<file path="src/sbc_flag_cfg.svh">
// constants for the flag and status readout block
// assumes it is included by bare name from the package, the readout module and the testbench
`ifndef SBC_FLAG_CFG_SVH
`define SBC_FLAG_CFG_SVH

// ----------------------------------------------------------------
// frame and command layout
// ----------------------------------------------------------------
`define SBC_FRAME_BITS 5'h10
`define SBC_FRAME_OVER 5'h11
`define SBC_HDR_BITS 5'h08
`define SBC_CMD_BANK_HI 15
`define SBC_CMD_BANK_LO 14
`define SBC_CMD_ADDR_HI 13
`define SBC_CMD_ADDR_LO 9
`define SBC_CMD_READ_BIT 8
`define SBC_CMD_HALF_BIT 7

// ----------------------------------------------------------------
// register addresses
// ----------------------------------------------------------------
`define SBC_ADDR_CAN 5'h10
`define SBC_ADDR_IO 5'h11
`define SBC_ADDR_SAFE 5'h12
`define SBC_ADDR_LIN 5'h13

// ----------------------------------------------------------------
// identification defaults, values arbitrary
// ----------------------------------------------------------------
`define SBC_ID_REG_5V0 1'h1
`define SBC_ID_PART 2'h1
`define SBC_ID_CODE 5'h0a

// ----------------------------------------------------------------
// synchroniser width and reset values
// ----------------------------------------------------------------
`define SBC_SYNC_W 62
`define SBC_BYTE_ZERO 8'h00

`endif

</file>
<file path="src/sbc_flag_pkg.sv">
// types shared by the flag and status readout block
// assumes sbc_flag_cfg.svh is on the include path
`include "sbc_flag_cfg.svh"

package sbc_flag_pkg;

  // ----------------------------------------------------------------
  // bank select codes
  // ----------------------------------------------------------------
  typedef enum logic [1:0] {
    bank_live = 2'b00,
    bank_fail = 2'b11
  } bank_t;

  // ----------------------------------------------------------------
  // whole state of the readout block
  // ----------------------------------------------------------------
  typedef struct packed {
    logic sclk_q;
    logic [4:0] count;
    logic [15:0] cmd;
    logic [7:0] resp;
    logic [7:0] out;
    logic miso;
    logic miso_oe;
    logic [7:0] can_f;
    logic [7:0] can_s;
    logic [7:0] io_f;
    logic [7:0] io_w;
    logic [7:0] safe_f;
    logic [7:0] safe_r;
    logic [7:0] lin_f;
  } state_t;

endpackage

</file>
<file path="src/sbc_flag_status_readout.sv">
// flag and status readout bank behind a serial read command
// assumes a host spi master, mode with mosi moving on sclk fall and miso moving on sclk rise
`timescale 1ns/1ps
`default_nettype none
`include "sbc_flag_cfg.svh"

module sbc_flag_status_readout #(
  parameter logic id_reg_5v0 = `SBC_ID_REG_5V0,
  parameter logic [1:0] id_part = `SBC_ID_PART,
  parameter logic [4:0] id_code = `SBC_ID_CODE
) (
  // clock and reset
  input wire logic clk,
  input wire logic sys_rst,
  // serial link
  input wire logic sclk,
  input wire logic cs_n,
  input wire logic mosi,
  output logic miso,
  output logic miso_oe,
  // failure conditions
  input wire logic [6:0] can_fail_cond,
  input wire logic [7:0] can_short_cond,
  input wire logic [7:0] io_fail_cond,
  input wire logic [7:0] io_wake_cond,
  input wire logic [6:0] safe_fail_cond,
  input wire logic [4:0] safety_reset_cond,
  input wire logic [6:0] lin_fail_cond,
  // live state
  input wire logic can_driver_on,
  input wire logic can_receiver_on,
  input wire logic transceiver_wake_enable,
  input wire logic [3:0] io_level,
  input wire logic lin_live_on,
  input wire logic lin_wake_enable
);

  // ----------------------------------------------------------------
  // input synchronisers
  // ----------------------------------------------------------------
  logic [`SBC_SYNC_W-1:0] s;
  logic sclk_s, cs_n_s, cs_act_s, mosi_s;
  logic [6:0] can_fc, safe_fc, lin_fc;
  logic [7:0] can_sc, io_fc, io_wc;
  logic [4:0] safe_rc;
  logic drv_s, rcv_s, cwk_s, lin_s, lwk_s;
  logic [3:0] lvl_s;

  sbc_sync2 #(.W(`SBC_SYNC_W)) u_sync (
    .clk(clk),
    .sys_rst(sys_rst),
    .din({sclk, ~cs_n, mosi, can_fail_cond, can_short_cond, io_fail_cond, io_wake_cond,
          safe_fail_cond, safety_reset_cond, lin_fail_cond, can_driver_on, can_receiver_on,
          transceiver_wake_enable, io_level, lin_live_on, lin_wake_enable}),
    .dout(s)
  );

  assign {sclk_s, cs_act_s, mosi_s, can_fc, can_sc, io_fc, io_wc, safe_fc, safe_rc, lin_fc,
          drv_s, rcv_s, cwk_s, lvl_s, lin_s, lwk_s} = s;
  // select travels active high so the cleared flops read as deselected, no false frame
  assign cs_n_s = ~cs_act_s;

  // ----------------------------------------------------------------
  // helpers
  // ----------------------------------------------------------------
  // new condition wins over the read that clears, so no event is lost
  function automatic logic [7:0] latch_upd(input logic [7:0] flag, input logic [7:0] cond,
                                           input logic [7:0] hit);
    latch_upd = cond | (flag & ~hit);
  endfunction

  function automatic logic [7:0] hit_mask(input logic en, input logic [15:0] c,
                                          input logic [4:0] a, input logic h,
                                          input logic [7:0] r);
    if (en && c[`SBC_CMD_ADDR_HI:`SBC_CMD_ADDR_LO] == a && c[`SBC_CMD_HALF_BIT] == h) begin
      hit_mask = r;
    end else begin
      hit_mask = `SBC_BYTE_ZERO;
    end
  endfunction

  // ----------------------------------------------------------------
  // state
  // ----------------------------------------------------------------
  sbc_flag_pkg::state_t st, next_st;
  logic [15:0] hdr;
  logic [7:0] pick;
  logic load_now, clear_now, rise;

  assign hdr = {st.cmd[14:0], mosi_s};
  assign rise = sclk_s & ~st.sclk_q;

  always_comb begin
    pick = `SBC_BYTE_ZERO;
    unique case (hdr[`SBC_CMD_ADDR_HI-7:`SBC_CMD_ADDR_LO-7] | 5'h00)
      default: pick = `SBC_BYTE_ZERO;
    endcase
    if (hdr[`SBC_CMD_BANK_HI-7:`SBC_CMD_BANK_LO-7] == sbc_flag_pkg::bank_fail) begin
      unique case (hdr[`SBC_CMD_ADDR_HI-7:`SBC_CMD_ADDR_LO-7])
        `SBC_ADDR_CAN: pick = hdr[0] ? st.can_s : st.can_f;
        `SBC_ADDR_IO: pick = hdr[0] ? st.io_w : st.io_f;
        `SBC_ADDR_SAFE: pick = hdr[0] ? st.safe_r : st.safe_f;
        `SBC_ADDR_LIN: pick = hdr[0] ? `SBC_BYTE_ZERO : st.lin_f;
        default: pick = `SBC_BYTE_ZERO;
      endcase
    end else if (hdr[`SBC_CMD_BANK_HI-7:`SBC_CMD_BANK_LO-7] == sbc_flag_pkg::bank_live) begin
      unique case (hdr[`SBC_CMD_ADDR_HI-7:`SBC_CMD_ADDR_LO-7])
        `SBC_ADDR_CAN: pick = {drv_s, rcv_s, cwk_s, 5'h00};
        `SBC_ADDR_IO: pick = {1'b0, lvl_s[3], 1'b0, lvl_s[2], 1'b0, lvl_s[1], 1'b0, lvl_s[0]};
        `SBC_ADDR_SAFE: pick = {id_reg_5v0, id_part, id_code};
        `SBC_ADDR_LIN: pick = {lin_s, lwk_s, 6'h00};
        default: pick = `SBC_BYTE_ZERO;
      endcase
    end
  end

  always_comb begin
    next_st = st;
    load_now = 1'b0;
    clear_now = 1'b0;
    next_st.sclk_q = sclk_s;
    if (cs_n_s) begin
      next_st.count = 5'h00;
      next_st.miso = 1'b0;
      next_st.miso_oe = 1'b0;
      // only a whole, well formed failure read may clear
      clear_now = st.miso_oe && st.count == `SBC_FRAME_BITS &&
                  st.cmd[`SBC_CMD_BANK_HI:`SBC_CMD_BANK_LO] == sbc_flag_pkg::bank_fail &&
                  st.cmd[`SBC_CMD_READ_BIT];
    end else begin
      next_st.miso_oe = 1'b1;
      if (rise && st.count != `SBC_FRAME_OVER) begin
        next_st.count = st.count + 5'h01;
        if (st.count != `SBC_FRAME_BITS) begin
          next_st.cmd = hdr;
        end
        if (st.count == `SBC_HDR_BITS) begin
          load_now = 1'b1;
          next_st.resp = pick;
          next_st.miso = pick[7];
          next_st.out = {pick[6:0], 1'b0};
        end else if (st.count > `SBC_HDR_BITS && st.count < `SBC_FRAME_BITS) begin
          next_st.miso = st.out[7];
          next_st.out = {st.out[6:0], 1'b0};
        end
      end
    end
    // flag latches, set wins over clear
    next_st.can_f = latch_upd(st.can_f, {can_fc[6], 1'b0, can_fc[5:0]},
                              hit_mask(clear_now, st.cmd, `SBC_ADDR_CAN, 1'b0, st.resp));
    next_st.can_s = latch_upd(st.can_s, can_sc,
                              hit_mask(clear_now, st.cmd, `SBC_ADDR_CAN, 1'b1, st.resp));
    next_st.io_f = latch_upd(st.io_f, io_fc,
                             hit_mask(clear_now, st.cmd, `SBC_ADDR_IO, 1'b0, st.resp));
    next_st.io_w = latch_upd(st.io_w, io_wc,
                             hit_mask(clear_now, st.cmd, `SBC_ADDR_IO, 1'b1, st.resp));
    next_st.safe_f = latch_upd(st.safe_f, {safe_fc, 1'b0},
                               hit_mask(clear_now, st.cmd, `SBC_ADDR_SAFE, 1'b0, st.resp));
    next_st.safe_r = latch_upd(st.safe_r, {3'h0, safe_rc},
                               hit_mask(clear_now, st.cmd, `SBC_ADDR_SAFE, 1'b1, st.resp));
    next_st.lin_f = latch_upd(st.lin_f, {1'b0, lin_fc},
                              hit_mask(clear_now, st.cmd, `SBC_ADDR_LIN, 1'b0, st.resp));
  end

  always_ff @(posedge clk or posedge sys_rst) begin
    if (sys_rst) begin
      st <= '0;
    end else begin
      st <= next_st;
    end
  end

  assign miso = st.miso;
  assign miso_oe = st.miso_oe;

  // ----------------------------------------------------------------
  // checks
  // ----------------------------------------------------------------
  a_can_oc_latch: assert property (@(posedge clk) disable iff (sys_rst)
    can_fc[0] |=> st.can_f[0]) else $error("can overcurrent not latched");
  a_flag_holds: assert property (@(posedge clk) disable iff (sys_rst)
    $fell(st.safe_r[0]) |-> $past(clear_now) && !$past(safe_rc[0]))
    else $error("safety flag dropped without a read");
  a_bank_unused: assert property (@(posedge clk) disable iff (sys_rst)
    load_now && hdr[8] != hdr[7] |=> st.resp == `SBC_BYTE_ZERO)
    else $error("undefined bank gave data");
  a_can_fail_gap: assert property (@(posedge clk) disable iff (sys_rst)
    load_now && hdr[8:1] == {2'b11, `SBC_ADDR_CAN, 1'b1} && !hdr[0] |=> st.resp[6] == 1'b0)
    else $error("unused can flag bit set");
  a_can_short_rd: assert property (@(posedge clk) disable iff (sys_rst)
    load_now && hdr[8:1] == {2'b11, `SBC_ADDR_CAN, 1'b1} && hdr[0] |=> st.resp == $past(st.can_s))
    else $error("can short byte wrong");
  a_can_live_rd: assert property (@(posedge clk) disable iff (sys_rst)
    load_now && hdr[8:1] == {2'b00, `SBC_ADDR_CAN, 1'b1} |=> st.miso == $past(drv_s) ##1
    st.resp[4:0] == 5'h00) else $error("can live byte wrong");
  a_lin_live_rd: assert property (@(posedge clk) disable iff (sys_rst)
    load_now && hdr[8:1] == {2'b00, `SBC_ADDR_LIN, 1'b1} |=>
    st.resp == {$past(lin_s), $past(lwk_s), 6'h00}) else $error("lin live byte wrong");
  a_ident_rd: assert property (@(posedge clk) disable iff (sys_rst)
    load_now && hdr[8:1] == {2'b00, `SBC_ADDR_SAFE, 1'b1} |=>
    st.resp == {id_reg_5v0, id_part, id_code}) else $error("identification byte wrong");
  a_safe_rst_rd: assert property (@(posedge clk) disable iff (sys_rst)
    load_now && hdr[8:1] == {2'b11, `SBC_ADDR_SAFE, 1'b1} && hdr[0] |=>
    st.resp[7:5] == 3'h0 && st.resp[4:0] == $past(st.safe_r[4:0]))
    else $error("safety reset byte wrong");
  a_clear_wellformed: assert property (@(posedge clk) disable iff (sys_rst)
    clear_now |-> st.cmd[`SBC_CMD_READ_BIT] && st.count == `SBC_FRAME_BITS)
    else $error("clear without a proper read");

  c_fail_clear: cover property (@(posedge clk) disable iff (sys_rst) clear_now && st.resp != 8'h00);
  c_live_read: cover property (@(posedge clk) disable iff (sys_rst)
    load_now && hdr[8:7] == 2'b00);
  c_set_vs_clear: cover property (@(posedge clk) disable iff (sys_rst)
    clear_now && can_fc[0] && st.can_f[0]);

endmodule

`default_nettype wire

</file>
<file path="src/sbc_sync2.sv">
// two flip-flop synchroniser for a vector of independent levels
// assumes each bit is a level that may change at any time
`timescale 1ns/1ps
`default_nettype none

module sbc_sync2 #(
  parameter int W = 1
) (
  // clock and reset
  input wire logic clk,
  input wire logic sys_rst,
  // levels
  input wire logic [W-1:0] din,
  output logic [W-1:0] dout
);

  logic [W-1:0] meta;

  // the first stage feeds only the second
  always_ff @(posedge clk or posedge sys_rst) begin
    if (sys_rst) begin
      meta <= '0;
      dout <= '0;
    end else begin
      meta <= din;
      dout <= meta;
    end
  end

endmodule

`default_nettype wire

</file>
<file path="config.mk">
export PLATFORM = sky130hd
export DESIGN_NAME = sbc_flag_status_readout
export DESIGN_NICKNAME = d
export VERILOG_FILES = /design/src/sbc_flag_pkg.sv /design/src/sbc_flag_status_readout.sv /design/src/sbc_sync2.sv
export VERILOG_INCLUDE_DIRS = /design/src
export SDC_FILE = /design/constraint.sdc
export NUM_CORES = 1
export LEC_CHECK = 0
export ABC_CLOCK_PERIOD_IN_PS = 13400
export BUFFER_PORTS_ARGS = -buffer_cell sky130_fd_sc_hd__buf_2
export CORE_AREA = 2 2 114 116
export DETAILED_ROUTE_END_ITERATION = 12
export DIE_AREA = 0 0 116 118
export GPL_TIMING_DRIVEN = 0
export PLACE_DENSITY = 0.82
export SYNTH_ARGS = -nofsm -noshare
export SYNTH_HDL_FRONTEND = slang
export SYNTH_SLANG_ARGS = --single-unit
</file>
<file path="constraint.sdc">
create_clock -name clk -period 13.4 [get_ports clk]
set_input_delay 2.68 -clock clk [delete_from_list [all_inputs] [get_ports clk]]
set_output_delay 2.68 -clock clk [all_outputs]
set_load 0.05 [all_outputs]
</file>
==> flow_metrics.tcl, run 1 <==
set metrics [dict create \
    outcome "finished clean" \
    seq_area_frac_synth_pct 70.6 \
    hp-class "reg2reg" \
    track_usage_pct 23.0 \
    path_cells "buf_2" \
    post-route-period-util_pct 28.5 \
    routedWlPerCell_um 17.7 \
    grt_overflow 0 \
    power.internal_mw 1.05 \
    layout-drive-gt1-share_pct 22.3 \
    syn_inst 572 \
    route.top_layer_used "met4" \
    die_w_um 116 \
    p_leak_nw 4.05 \
    hold_viol 0 \
    max_slew_margin_pct 35.3 \
    async_reset_ff_share_pct 100 \
    synth_compound_area_share_pct 8.00 \
    met3_length_um 958 \
    post_cts.repair.setup_buffers 0 \
    grt_start_max_net_pins 148 \
    p_per_area_nw_per_um2 153 \
    yosys.area_share.simple_pct 9.66 \
    die_h_um 118 \
    clk_latency_ns 0.49 \
    clkSlewWorstSetupHoldPaths_ns 0.06 \
    place.port_buffers 65 \
    pin_count 66 \
    avgSynthCellArea_um2 13.6 \
    synthesis.nets 639 \
    dp_hpwl_um 9550 \
    setup_viol 0 \
    drc 0 \
    syn_to_final_growth_pct 15.4 \
    clockRootBuffer "clkbuf_16" \
    required_ns 10.72 \
    nFillCells 839 \
    first_global_vias 4945 \
    p_switching_uw 322 \
    wl_met1_um 5840 \
    path_max_fanout 2 \
    postLayoutCoreUtil_pct 72.1 \
    placedCellCount 810 \
    finalPower_mw 1.37 \
    tritoncts "done" \
    cts_htree_levels 1 \
    grt_pass1_wl_um 24400 \
    drt_iter0_drc 415 \
    via_per_inst 5.58 \
    routed_wl_um 15000 \
    timing.final.crit_period_ns 3.82 \
    coreArea_um2 12400 \
    wl_met2_um 7460 \
    end_kind "output port" \
    drt-pass1-iter-count 5 \
    yosys-mux-area-fraction_pct 6.61 \
    clockPowerShare_pct 39.0 \
    layout_common_cells "dfrtp_1 (219), buf_2 (70), nor2_1 (64)" \
    final.setup_skew_ns 0.00890 \
    layout_commonest_cell "dfrtp_1" \
    path_class "reg2out" \
    multiInputGateArea_um2 1960 \
    rows 41 \
    ys_types 56 \
    final_cells 844 \
    holdWs_ns 0.345 \
    synth_top_family_by_area "simple AND/OR/NAND/NOR gates" \
    ys.flop_type "dfrtp_1" \
    synth_adder_area_share_pct 0.484 \
    num_vias 4711 \
    antenna_found_initial 0 \
    seq_area_um2 5480 \
    ys_ff_latch 219 \
    slew_viol_final 0 \
    initial_core_util_pct 62.5 \
    p_sw_share_pct 23.6 \
    fin_setup_tns_ns 0 \
    tightest_slew_ns 0.965 \
    fmax_ghz 0.262 \
    synth-edff-count 0 \
    clk_path_buf_depth 3 \
    antenna_cells 0 \
    arrival_ns 1.14 \
    synth_xor_area_share_pct 0.452 \
    cp.buffers_inverters 1 \
    dieArea_um2 13700 \
    pwr-share-seq_pct 52.2 \
    cts_made_buffers 21 \
    crit_family "flip-flops" \
    syn-cell-area_um2 7760 \
    start_kind "flop" \
    combinationalPowerShare_pct 8.8 \
    ys.warnings.count 0 \
    place.gp.congestion 0.882 \
    drv_cap 0 \
    cpMaxStageDelayCell "dfrtp_1" \
    rsz0062_at_grt "no" \
    post_cts_resized 0 \
    drtAntennaViolNets 0 \
    ir_worst_vdd_uv 112 \
    cts_hold_buf 0 \
    finalNetCount 728 \
    crit_path_max_incr_delay_ns 0.38 \
    clock_sinks 219 \
]
[flip-flops by register name, summed over array words and instances, names as in the netlist]
signal and flops:
st 78, u_sync.dout 62, u_sync.meta 62, hdr 15, miso 1, miso_oe 1
[routing by layer]
layer,global-route usage [%],vias to the layer above
li1,-,2113
met1,29.4,2352
met2,38.0,186
met3,4.38,60
met4,10.8,0
met5,0,-
[path summary, 6_finish.rpt]
kind                                  from         endpoint  slack, ns  depth (start not counted)
max                                   miso             miso       9.58                          1
min                        u_sync.meta[55]  u_sync.dout[55]       0.34                          0
max reg2reg                         st[90]           st[34]      10.94                          7
min reg2reg                u_sync.meta[55]  u_sync.dout[55]       0.34                          0
max in group asynchronous          sys_rst            st[6]      10.11                          3
min in group asynchronous          sys_rst  u_sync.meta[53]       2.23                          2
[power by group through the flow]
stage | clock (mW) | sequential, mW | combinational, mW
floorplan | 0 | 0.718 | 0.0833
CTS | 0.540 | 0.714 | 0.120
global placement | 0 | 0.724 | 0.112
detailed placement | 0 | 0.725 | 0.119
global route | 0.573 | 0.717 | 0.131
finish | 0.533 | 0.714 | 0.120
[Yosys cell counts, types with 4 or more instances]
master | number | share of area [%]
mux2_4 | 10 | 1.9
buf_2 | 5 | 0.32
nand2b_1 | 5 | 0.40
nand3_1 | 6 | 0.39
a21oi_1 | 10 | 0.65
buf_1 | 5 | 0.24
and2_1 | 5 | 0.40
nor2_2 | 5 | 0.40
nor3_1 | 5 | 0.32
a21boi_0 | 5 | 0.48
mux2_2 | 17 | 2.5
nor2_1 | 64 | 3.1
xnor2_1 | 4 | 0.45
nand2_1 | 17 | 0.82
o21ai_0 | 10 | 0.65
inv_1 | 56 | 2.7
mux2i_1 | 7 | 0.90
a31oi_1 | 51 | 4.1
nor2b_1 | 4 | 0.32
dfrtp_1 | 219 | 71
[per-stage QoR]
step / setup slack, ns / area [um2]
final: 9.58 / 8950
after global routing: 9.55 / 8950
after CTS: 9.58 / 8950
after detailed placement: 9.60 / 8330
after global placement: 3.16 / 8300
after floorplan: 4.73 / 7760
[kinds of logic (layout without fill, tap and decap cells)]
kind of cell | Yosys count | in the layout
flops | 219 | 219
compound gates | 95 | 95
xor+xnor | 4 | 4
fa+ha+maj | 3 | 3
simple gates | 138 | 138
mux | 38 | 38
buf+inv | 75 | 175
[cell type report]
cell class                 instances  area share (%)
sequential                       219            61.2
tap                              172            2.40
clock inverter                     5           0.350
buffer                            19            1.24
timing repair buffer              66            3.94
clock buffer                      29            6.54
multi-input combinational        278            21.9
inverter                          56            2.43
Note: power is estimated with default switching activity, not from simulation.
==> run 2: changes to the inputs <==
ABC_CLOCK_PERIOD_IN_PS = 3130   (was 13400)
CORE_AREA = 2 2 124 126   (was 2 2 114 116)
DIE_AREA = 0 0 126 128   (was 0 0 116 118)
PLACE_DENSITY = 0.73   (was 0.82)
clock period = 3.13 ns   (was 13.4 ns; I/O delays follow)
==> run 2 against run 1 <==
Clock power grew to 5.0 times the previous value. Register-to-register slack lost 10 ns. Worst setup slack lost 8.7 ns. Die area grew 18%. Largest power group unchanged. Largest cell class unchanged. Power grew to 4.6 times the previous value. Routed wire length shrank 0.51%. Sequential power grew to 4.3 times the previous value. Via count shrank 1.3%. Final cell count grew 3.2%. Highest routed layer unchanged. Non-clock buffer count grew 4.
==> flow_metrics.tcl, run 2 (synthesis gave the netlist of run 1 again) <==
set metrics [dict create \
    outcome "finished clean" \
    place.gp.congestion 0.881 \
    setup.worst_path.start "st[90]" \
    syn_to_final_growth_pct 18.3 \
    regMostFlops "st" \
    routed_wl_um 14900 \
    rows 45 \
    first_global_vias 4895 \
    fmax_ghz 0.444 \
    timing.final.crit_period_ns 2.25 \
    drtAntennaViolNets 0 \
    dieArea_um2 16100 \
    reg2reg_depth 8 \
    grt_overflow 0 \
    cts_made_buffers 23 \
    largest_reg_flops 78 \
    clockRootBuffer "clkbuf_16" \
    layout-drive-gt1-share_pct 23.7 \
    drt-pass1-iter-count 5 \
    setup_ws_ns 0.880 \
    tritoncts "done" \
    r2r_end "st[66]" \
    rsz0062_at_grt "no" \
    slew_viol_final 0 \
    crit_path_max_incr_delay_ns 0.44 \
    die_w_um 126 \
    cts_htree_levels 1 \
    post_cts.repair.setup_buffers 0 \
    clk_path_buf_depth 3 \
    hold_viol 0 \
    final_cells 871 \
    arrival_ns 2.69 \
    antenna_cells 0 \
    end_kind "flop" \
    max_slew_margin_pct 45.7 \
    pin_count 66 \
    p_per_area_nw_per_um2 683 \
    place_ws_ns 0.913 \
    via_per_inst 5.34 \
    finalNetCount 734 \
    post_cts_resized 0 \
    initial_core_util_pct 52.2 \
    placedCellCount 830 \
    antenna_found_initial 0 \
    p_leak_nw 4.15 \
    coreArea_um2 14900 \
    num_vias 4651 \
    post-route-period-util_pct 71.9 \
    path_class "reg2reg" \
    hp-class "in2async" \
    track_usage_pct 19.1 \
    clock_sinks 219 \
    drc 0 \
    r2r-start "st[90]" \
    cts_hold_buf 0 \
    clkSlewWorstSetupHoldPaths_ns 0.06 \
    routedWlPerCell_um 17.1 \
    path_cells "inv_1, ha_1, nor4bb_1, buf_4, nand3_2, nor3_1, a32o_1, a21o_1" \
    setup_viol 0 \
    die_h_um 128 \
    ir_worst_vdd_uv 437 \
    dp_hpwl_um 9710 \
    start_kind "flop" \
    top_regs "st x78, u_sync.dout x62, u_sync.meta x62" \
    tightest_slew_ns 0.811 \
    final.setup_skew_ns 0.00851 \
    holdWs_ns 0.203 \
    postLayoutCoreUtil_pct 61.8 \
    cpMaxStageDelayCell "nor3_1" \
    grt_start_max_net_pins 44 \
    path_max_fanout 10 \
    clk_latency_ns 0.51 \
    drv_cap 0 \
    drt_iter0_drc 336 \
    grt_pass1_wl_um 24500 \
    rrSetupSlack_ns 0.88 \
    layout_commonest_cell "dfrtp_1" \
    required_ns 3.57 \
    place.port_buffers 65 \
    layout_common_cells "dfrtp_1 (219), buf_2 (70), nor2_1 (64)" \
]
[run 2: cell types whose count changed in the layout (fill, tap and decap cells not counted), sizes merged]
cell / previous run / this run
clkinv: 3 / 7
clkbuf: 32 / 31
inv: 57 / 56
clkinvlp: 1 / 3
buf: 82 / 86
bufinv: 0 / 3
[run 2: where the power goes]
part / internal [mW] / total [mW] / switching [mW]
Clock: 1.63 / 2.69 / 1.07
Combinational: 0.219 / 0.520 / 0.301
Sequential: 2.97 / 3.06 / 0.0917
Total: 4.81 / 6.27 / 1.46
[run 2: metrics by stage]
stage          TNS, ns  power (mW)  cell area (um2)
2_1_floorplan   -76.67        3.43             7760
3_3_place_gp   -288.15        3.59             8320
3_5_place_dp         0        3.63             8420
4_1_cts              0        6.33             9180
5_1_grt              0        6.52             9180
6_report             0        6.27             9180
[run 2: final cells by class]
cell class / count / area (um2)
Clock inverter: 13 / 153
Tap cell: 188 / 235
Buffer: 19 / 111
Timing Repair Buffer: 70 / 425
Inverter: 56 / 214
Clock buffer: 28 / 604
Sequential cell: 219 / 5480
Multi-Input combinational cell: 278 / 1960
Fill cell: 1154 / 5690
[run 2: how the worst max path moves through the flow]
stage | endpoint | depth (start not counted)
after floorplan | hdr[10] | 1
after global placement | hdr[15] | 2
after detailed placement | st[32] | 7
after CTS | st[40] | 7
after global routing | st[63] | 8
final | st[66] | 8
[run 2: critical path: cells and delay by family (launching register included)]
family	cells	cell delay [ns]
adder cells (fa/ha/maj)	1	0.22
buffers and inverters	2	0.33
AO/OA/AOI/OAI	2	0.33
AND/OR/NAND/NOR	3	0.91
flip-flops	1	0.41
[run 2: routing by layer]
layer / wire (um) / vias to the layer above / track usage, %
li1: - / 2125 / -
met1: 6200 / 2356 / 26.0
met2: 7480 / 140 / 31.2
met3: 819 / 30 / 3.80
met4: 390 / 0 / 6.40
met5: 0 / - / 0
==> run 3: changes to the inputs <==
ABC_AREA = 1   (was not set)
ABC_CLOCK_PERIOD_IN_PS = 1800   (was 3130)
CORE_AREA = 2 2 125 127   (was 2 2 124 126)
DIE_AREA = 0 0 127 129   (was 0 0 126 128)
clock period = 1.8 ns   (was 3.13 ns; I/O delays follow)
==> run 3 against run 2 <==
The run now ends with negative setup slack left. Power increased by 77%. Clock skew is 0.0014 ns lower. Non-clock buffer count grew 75. Die area grew 1.6%. Fmax up 25%. Clock power is 81% higher. Sequential power up 73%. Via count rose by 20%. Flip-flop and latch count stayed put. Hold slack improved by 0.14 ns. Largest cell class unchanged. Critical endpoint is now st[47]. First-iteration DRC count grew 24%. Count of clock-buffer cells in the layout decreased by 1.
==> flow_metrics.tcl, run 3 <==
set metrics [dict create \
    crit_family "simple AND/OR/NAND/NOR gates" \
    clkSlewWorstSetupHoldPaths_ns 0.06 \
    end_kind "flop" \
    start_kind "flop" \
    finalPower_mw 11.1 \
    slew_viol_final 0 \
    outcome "complete, but fails checks" \
    crit_path_max_incr_delay_ns 0.40 \
    top_regs "st x78, u_sync.dout x62, u_sync.meta x62" \
    cpMostUsedCell "inv_2" \
    tritoncts "done" \
    setup_viol 1 \
    pin_count 66 \
    clock_sinks 219 \
    antenna_found_initial 0 \
    num_vias 5592 \
    coreArea_um2 15000 \
    track_usage_pct 22.2 \
    seq_area_frac_synth_pct 69.7 \
    path_class "reg2reg" \
    place.port_buffers 65 \
    clk_latency_ns 0.50 \
    antenna_cells 0 \
    rows 45 \
    dieArea_um2 16400 \
    via_per_inst 4.90 \
    setup_ws_ns -0.000529 \
    seq_area_um2 5480 \
    hp-class "reg2reg" \
    drv_cap 0 \
    regMostFlops "st" \
    synth_common_cells "dfrtp_1 (219), nand2_1 (139), nor2_1 (128), inv_1 (120), o21ai_0 (57)" \
    yosys.area.top_type "dfrtp_1" \
    final_cells 1142 \
    synth-edff-count 0 \
    cpMaxStageDelayCell "dfrtp_1" \
    initial_core_util_pct 52.5 \
    multiInputGateArea_um2 2140 \
    cp.buffers_inverters 3 \
    placedCellCount 1021 \
    syn_to_final_growth_pct 32.7 \
    grt_pass1_wl_um 28600 \
    syn-cell-area_um2 7860 \
    cts_htree_levels 1 \
    grt_start_max_net_pins 42 \
    drt_iter0_drc 415 \
    synth.most_common_cell "dfrtp_1" \
    syn_inst 762 \
    drt-pass1-iter-count 5 \
    drtAntennaViolNets 0 \
    path_cells "inv_2, ha_4, inv_2, nor2_4, nand3_2, nor3_4, buf_12, nand3_4, o21ai_2, nand2_1" \
    required_ns 2.18 \
    hold_viol 0 \
    grt_overflow 0 \
    fin_setup_tns_ns -0.000529 \
    tightest_slew_ns 0.520 \
    layout_commonest_cell "dfrtp_1" \
    die_h_um 129 \
    drc 0 \
    layout_common_cells "dfrtp_1 (219), nand2_1 (138), nor2_1 (122)" \
    max_slew_margin_pct 65.3 \
    clockRootBuffer "clkbuf_16" \
    place_ws_ns -0.512 \
    routedWlPerCell_um 15.3 \
    violations "negative setup slack" \
    synthTopCellsByArea "dfrtp_1 (70%), nand2_1 (6.6%), nor2_1 (6.1%), inv_1 (5.7%), o21ai_0 (3.6%)" \
    final.setup_skew_ns 0.00715 \
    ys_ff_latch 219 \
    cts_made_buffers 22 \
    timing.final.crit_period_ns 1.80 \
    path_max_fanout 8 \
    synthesis.nets 829 \
    clk_path_buf_depth 3 \
    ys_types 26 \
    finalNetCount 1005 \
    ys.flop_type "dfrtp_1" \
    first_global_vias 5868 \
    fmax_ghz 0.555 \
    largest_reg_flops 78 \
    place.gp.congestion 0.861 \
    rsz0062_at_grt "yes" \
    routed_wl_um 17500 \
    synth_top_area_share_pct 69.7 \
    arrival_ns 2.18 \
    p_per_area_nw_per_um2 1060 \
    avgSynthCellArea_um2 10.3 \
    ys.warnings.count 0 \
    dp_hpwl_um 10300 \
    p_leak_nw 5.20 \
    die_w_um 127 \
    ir_worst_vdd_uv 938 \
    nFillCells 1046 \
    layout-drive-gt1-share_pct 20.4 \
    post-route-period-util_pct 100 \
    async_reset_ff_share_pct 100 \
]
[run 3: changes by cell type in the layout (fill, tap and decap cells not counted), moves of 19 or more]
cell / before / now
a31oi_1: 51 / 7
buf_4: 3 / 22
nor2_1: 64 / 122
dlygate4sd3_1: 0 / 63
nand2_1: 17 / 138
o21ai_1: 0 / 21
o21bai_1: 1 / 20
inv_1: 55 / 114
[run 3: kinds of logic (layout without fill, tap and decap cells)]
group / count (synthesis) / after routing / share of synthesized area (%)
and+or+nand+nor: 310 / 310 / 16.1
AOI/OAI and AO/OA: 96 / 96 / 7.02
DFF: 219 / 219 / 69.7
adders and majority gates: 3 / 3 / 0.478
buffers and inverters: 134 / 326 / 6.64
[run 3: worst paths after layout]
check / cells after the start / endpoint / from / slack [ns]
min in group asynchronous: 3 / u_sync.meta[56] / sys_rst / 0.44
max in group asynchronous: 5 / st[90] / sys_rst / 0.57
worst min-delay path: 0 / u_sync.dout[42] / u_sync.meta[42] / 0.35
worst max register to register: 10 / st[47] / st[91] / -0.0005
worst max-delay path: 10 / st[47] / st[91] / -0.0005
worst min register to register: 0 / u_sync.dout[42] / u_sync.meta[42] / 0.35
[run 3: cell type report]
type                            instances  area share, %
Inverter                              122           4.47
Multi-Input combinational cell        409           20.5
Clock buffer                           27           5.76
Timing Repair Buffer                  152           11.8
Sequential cell                       219           52.5
Clock inverter                         13           1.81
Tap cell                              188           2.25
Buffer                                 12          0.828
[run 3: timing repair]
| item | CTS | global route |
|---|---|---|
| gates cloned | 0 | 0 |
| buffers inserted | 7 | 11 |
| hold buffers | 63 | 0 |
| pin swaps | 5 | 9 |
| endpoints found under the hold margin | 80 | 0 |
| setup endpoints to repair | 72 | 87 |
| gates resized for setup | 44 | 69 |
[run 3: layer usage]
layer	vias to the layer above	global-route usage, %	routed length (um)
li1	2710	-	-
met1	2689	28.5	7050
met2	169	39.9	9160
met3	24	3.20	922
met4	0	6.40	331
met5	-	0	0
[run 3: through the flow]
stage | util, % | instance area [um2] | hold slack, ns
after CTS | 68.0 | 10200 | 0.345
after detailed placement | 57.1 | 8550 | 0.335
after global placement | 56.2 | 8420 | 0.332
final | 69.7 | 10400 | 0.346
after global routing | 69.7 | 10400 | 0.350
after floorplan | - | 7860 | 0.331
[run 3: power breakdown]
| group | internal, mW | total, mW | switching [mW] |
|---|---|---|---|
| registers | 5.15 | 5.30 | 0.145 |
| clock network | 2.98 | 4.87 | 1.90 |
| logic | 0.373 | 0.940 | 0.568 |
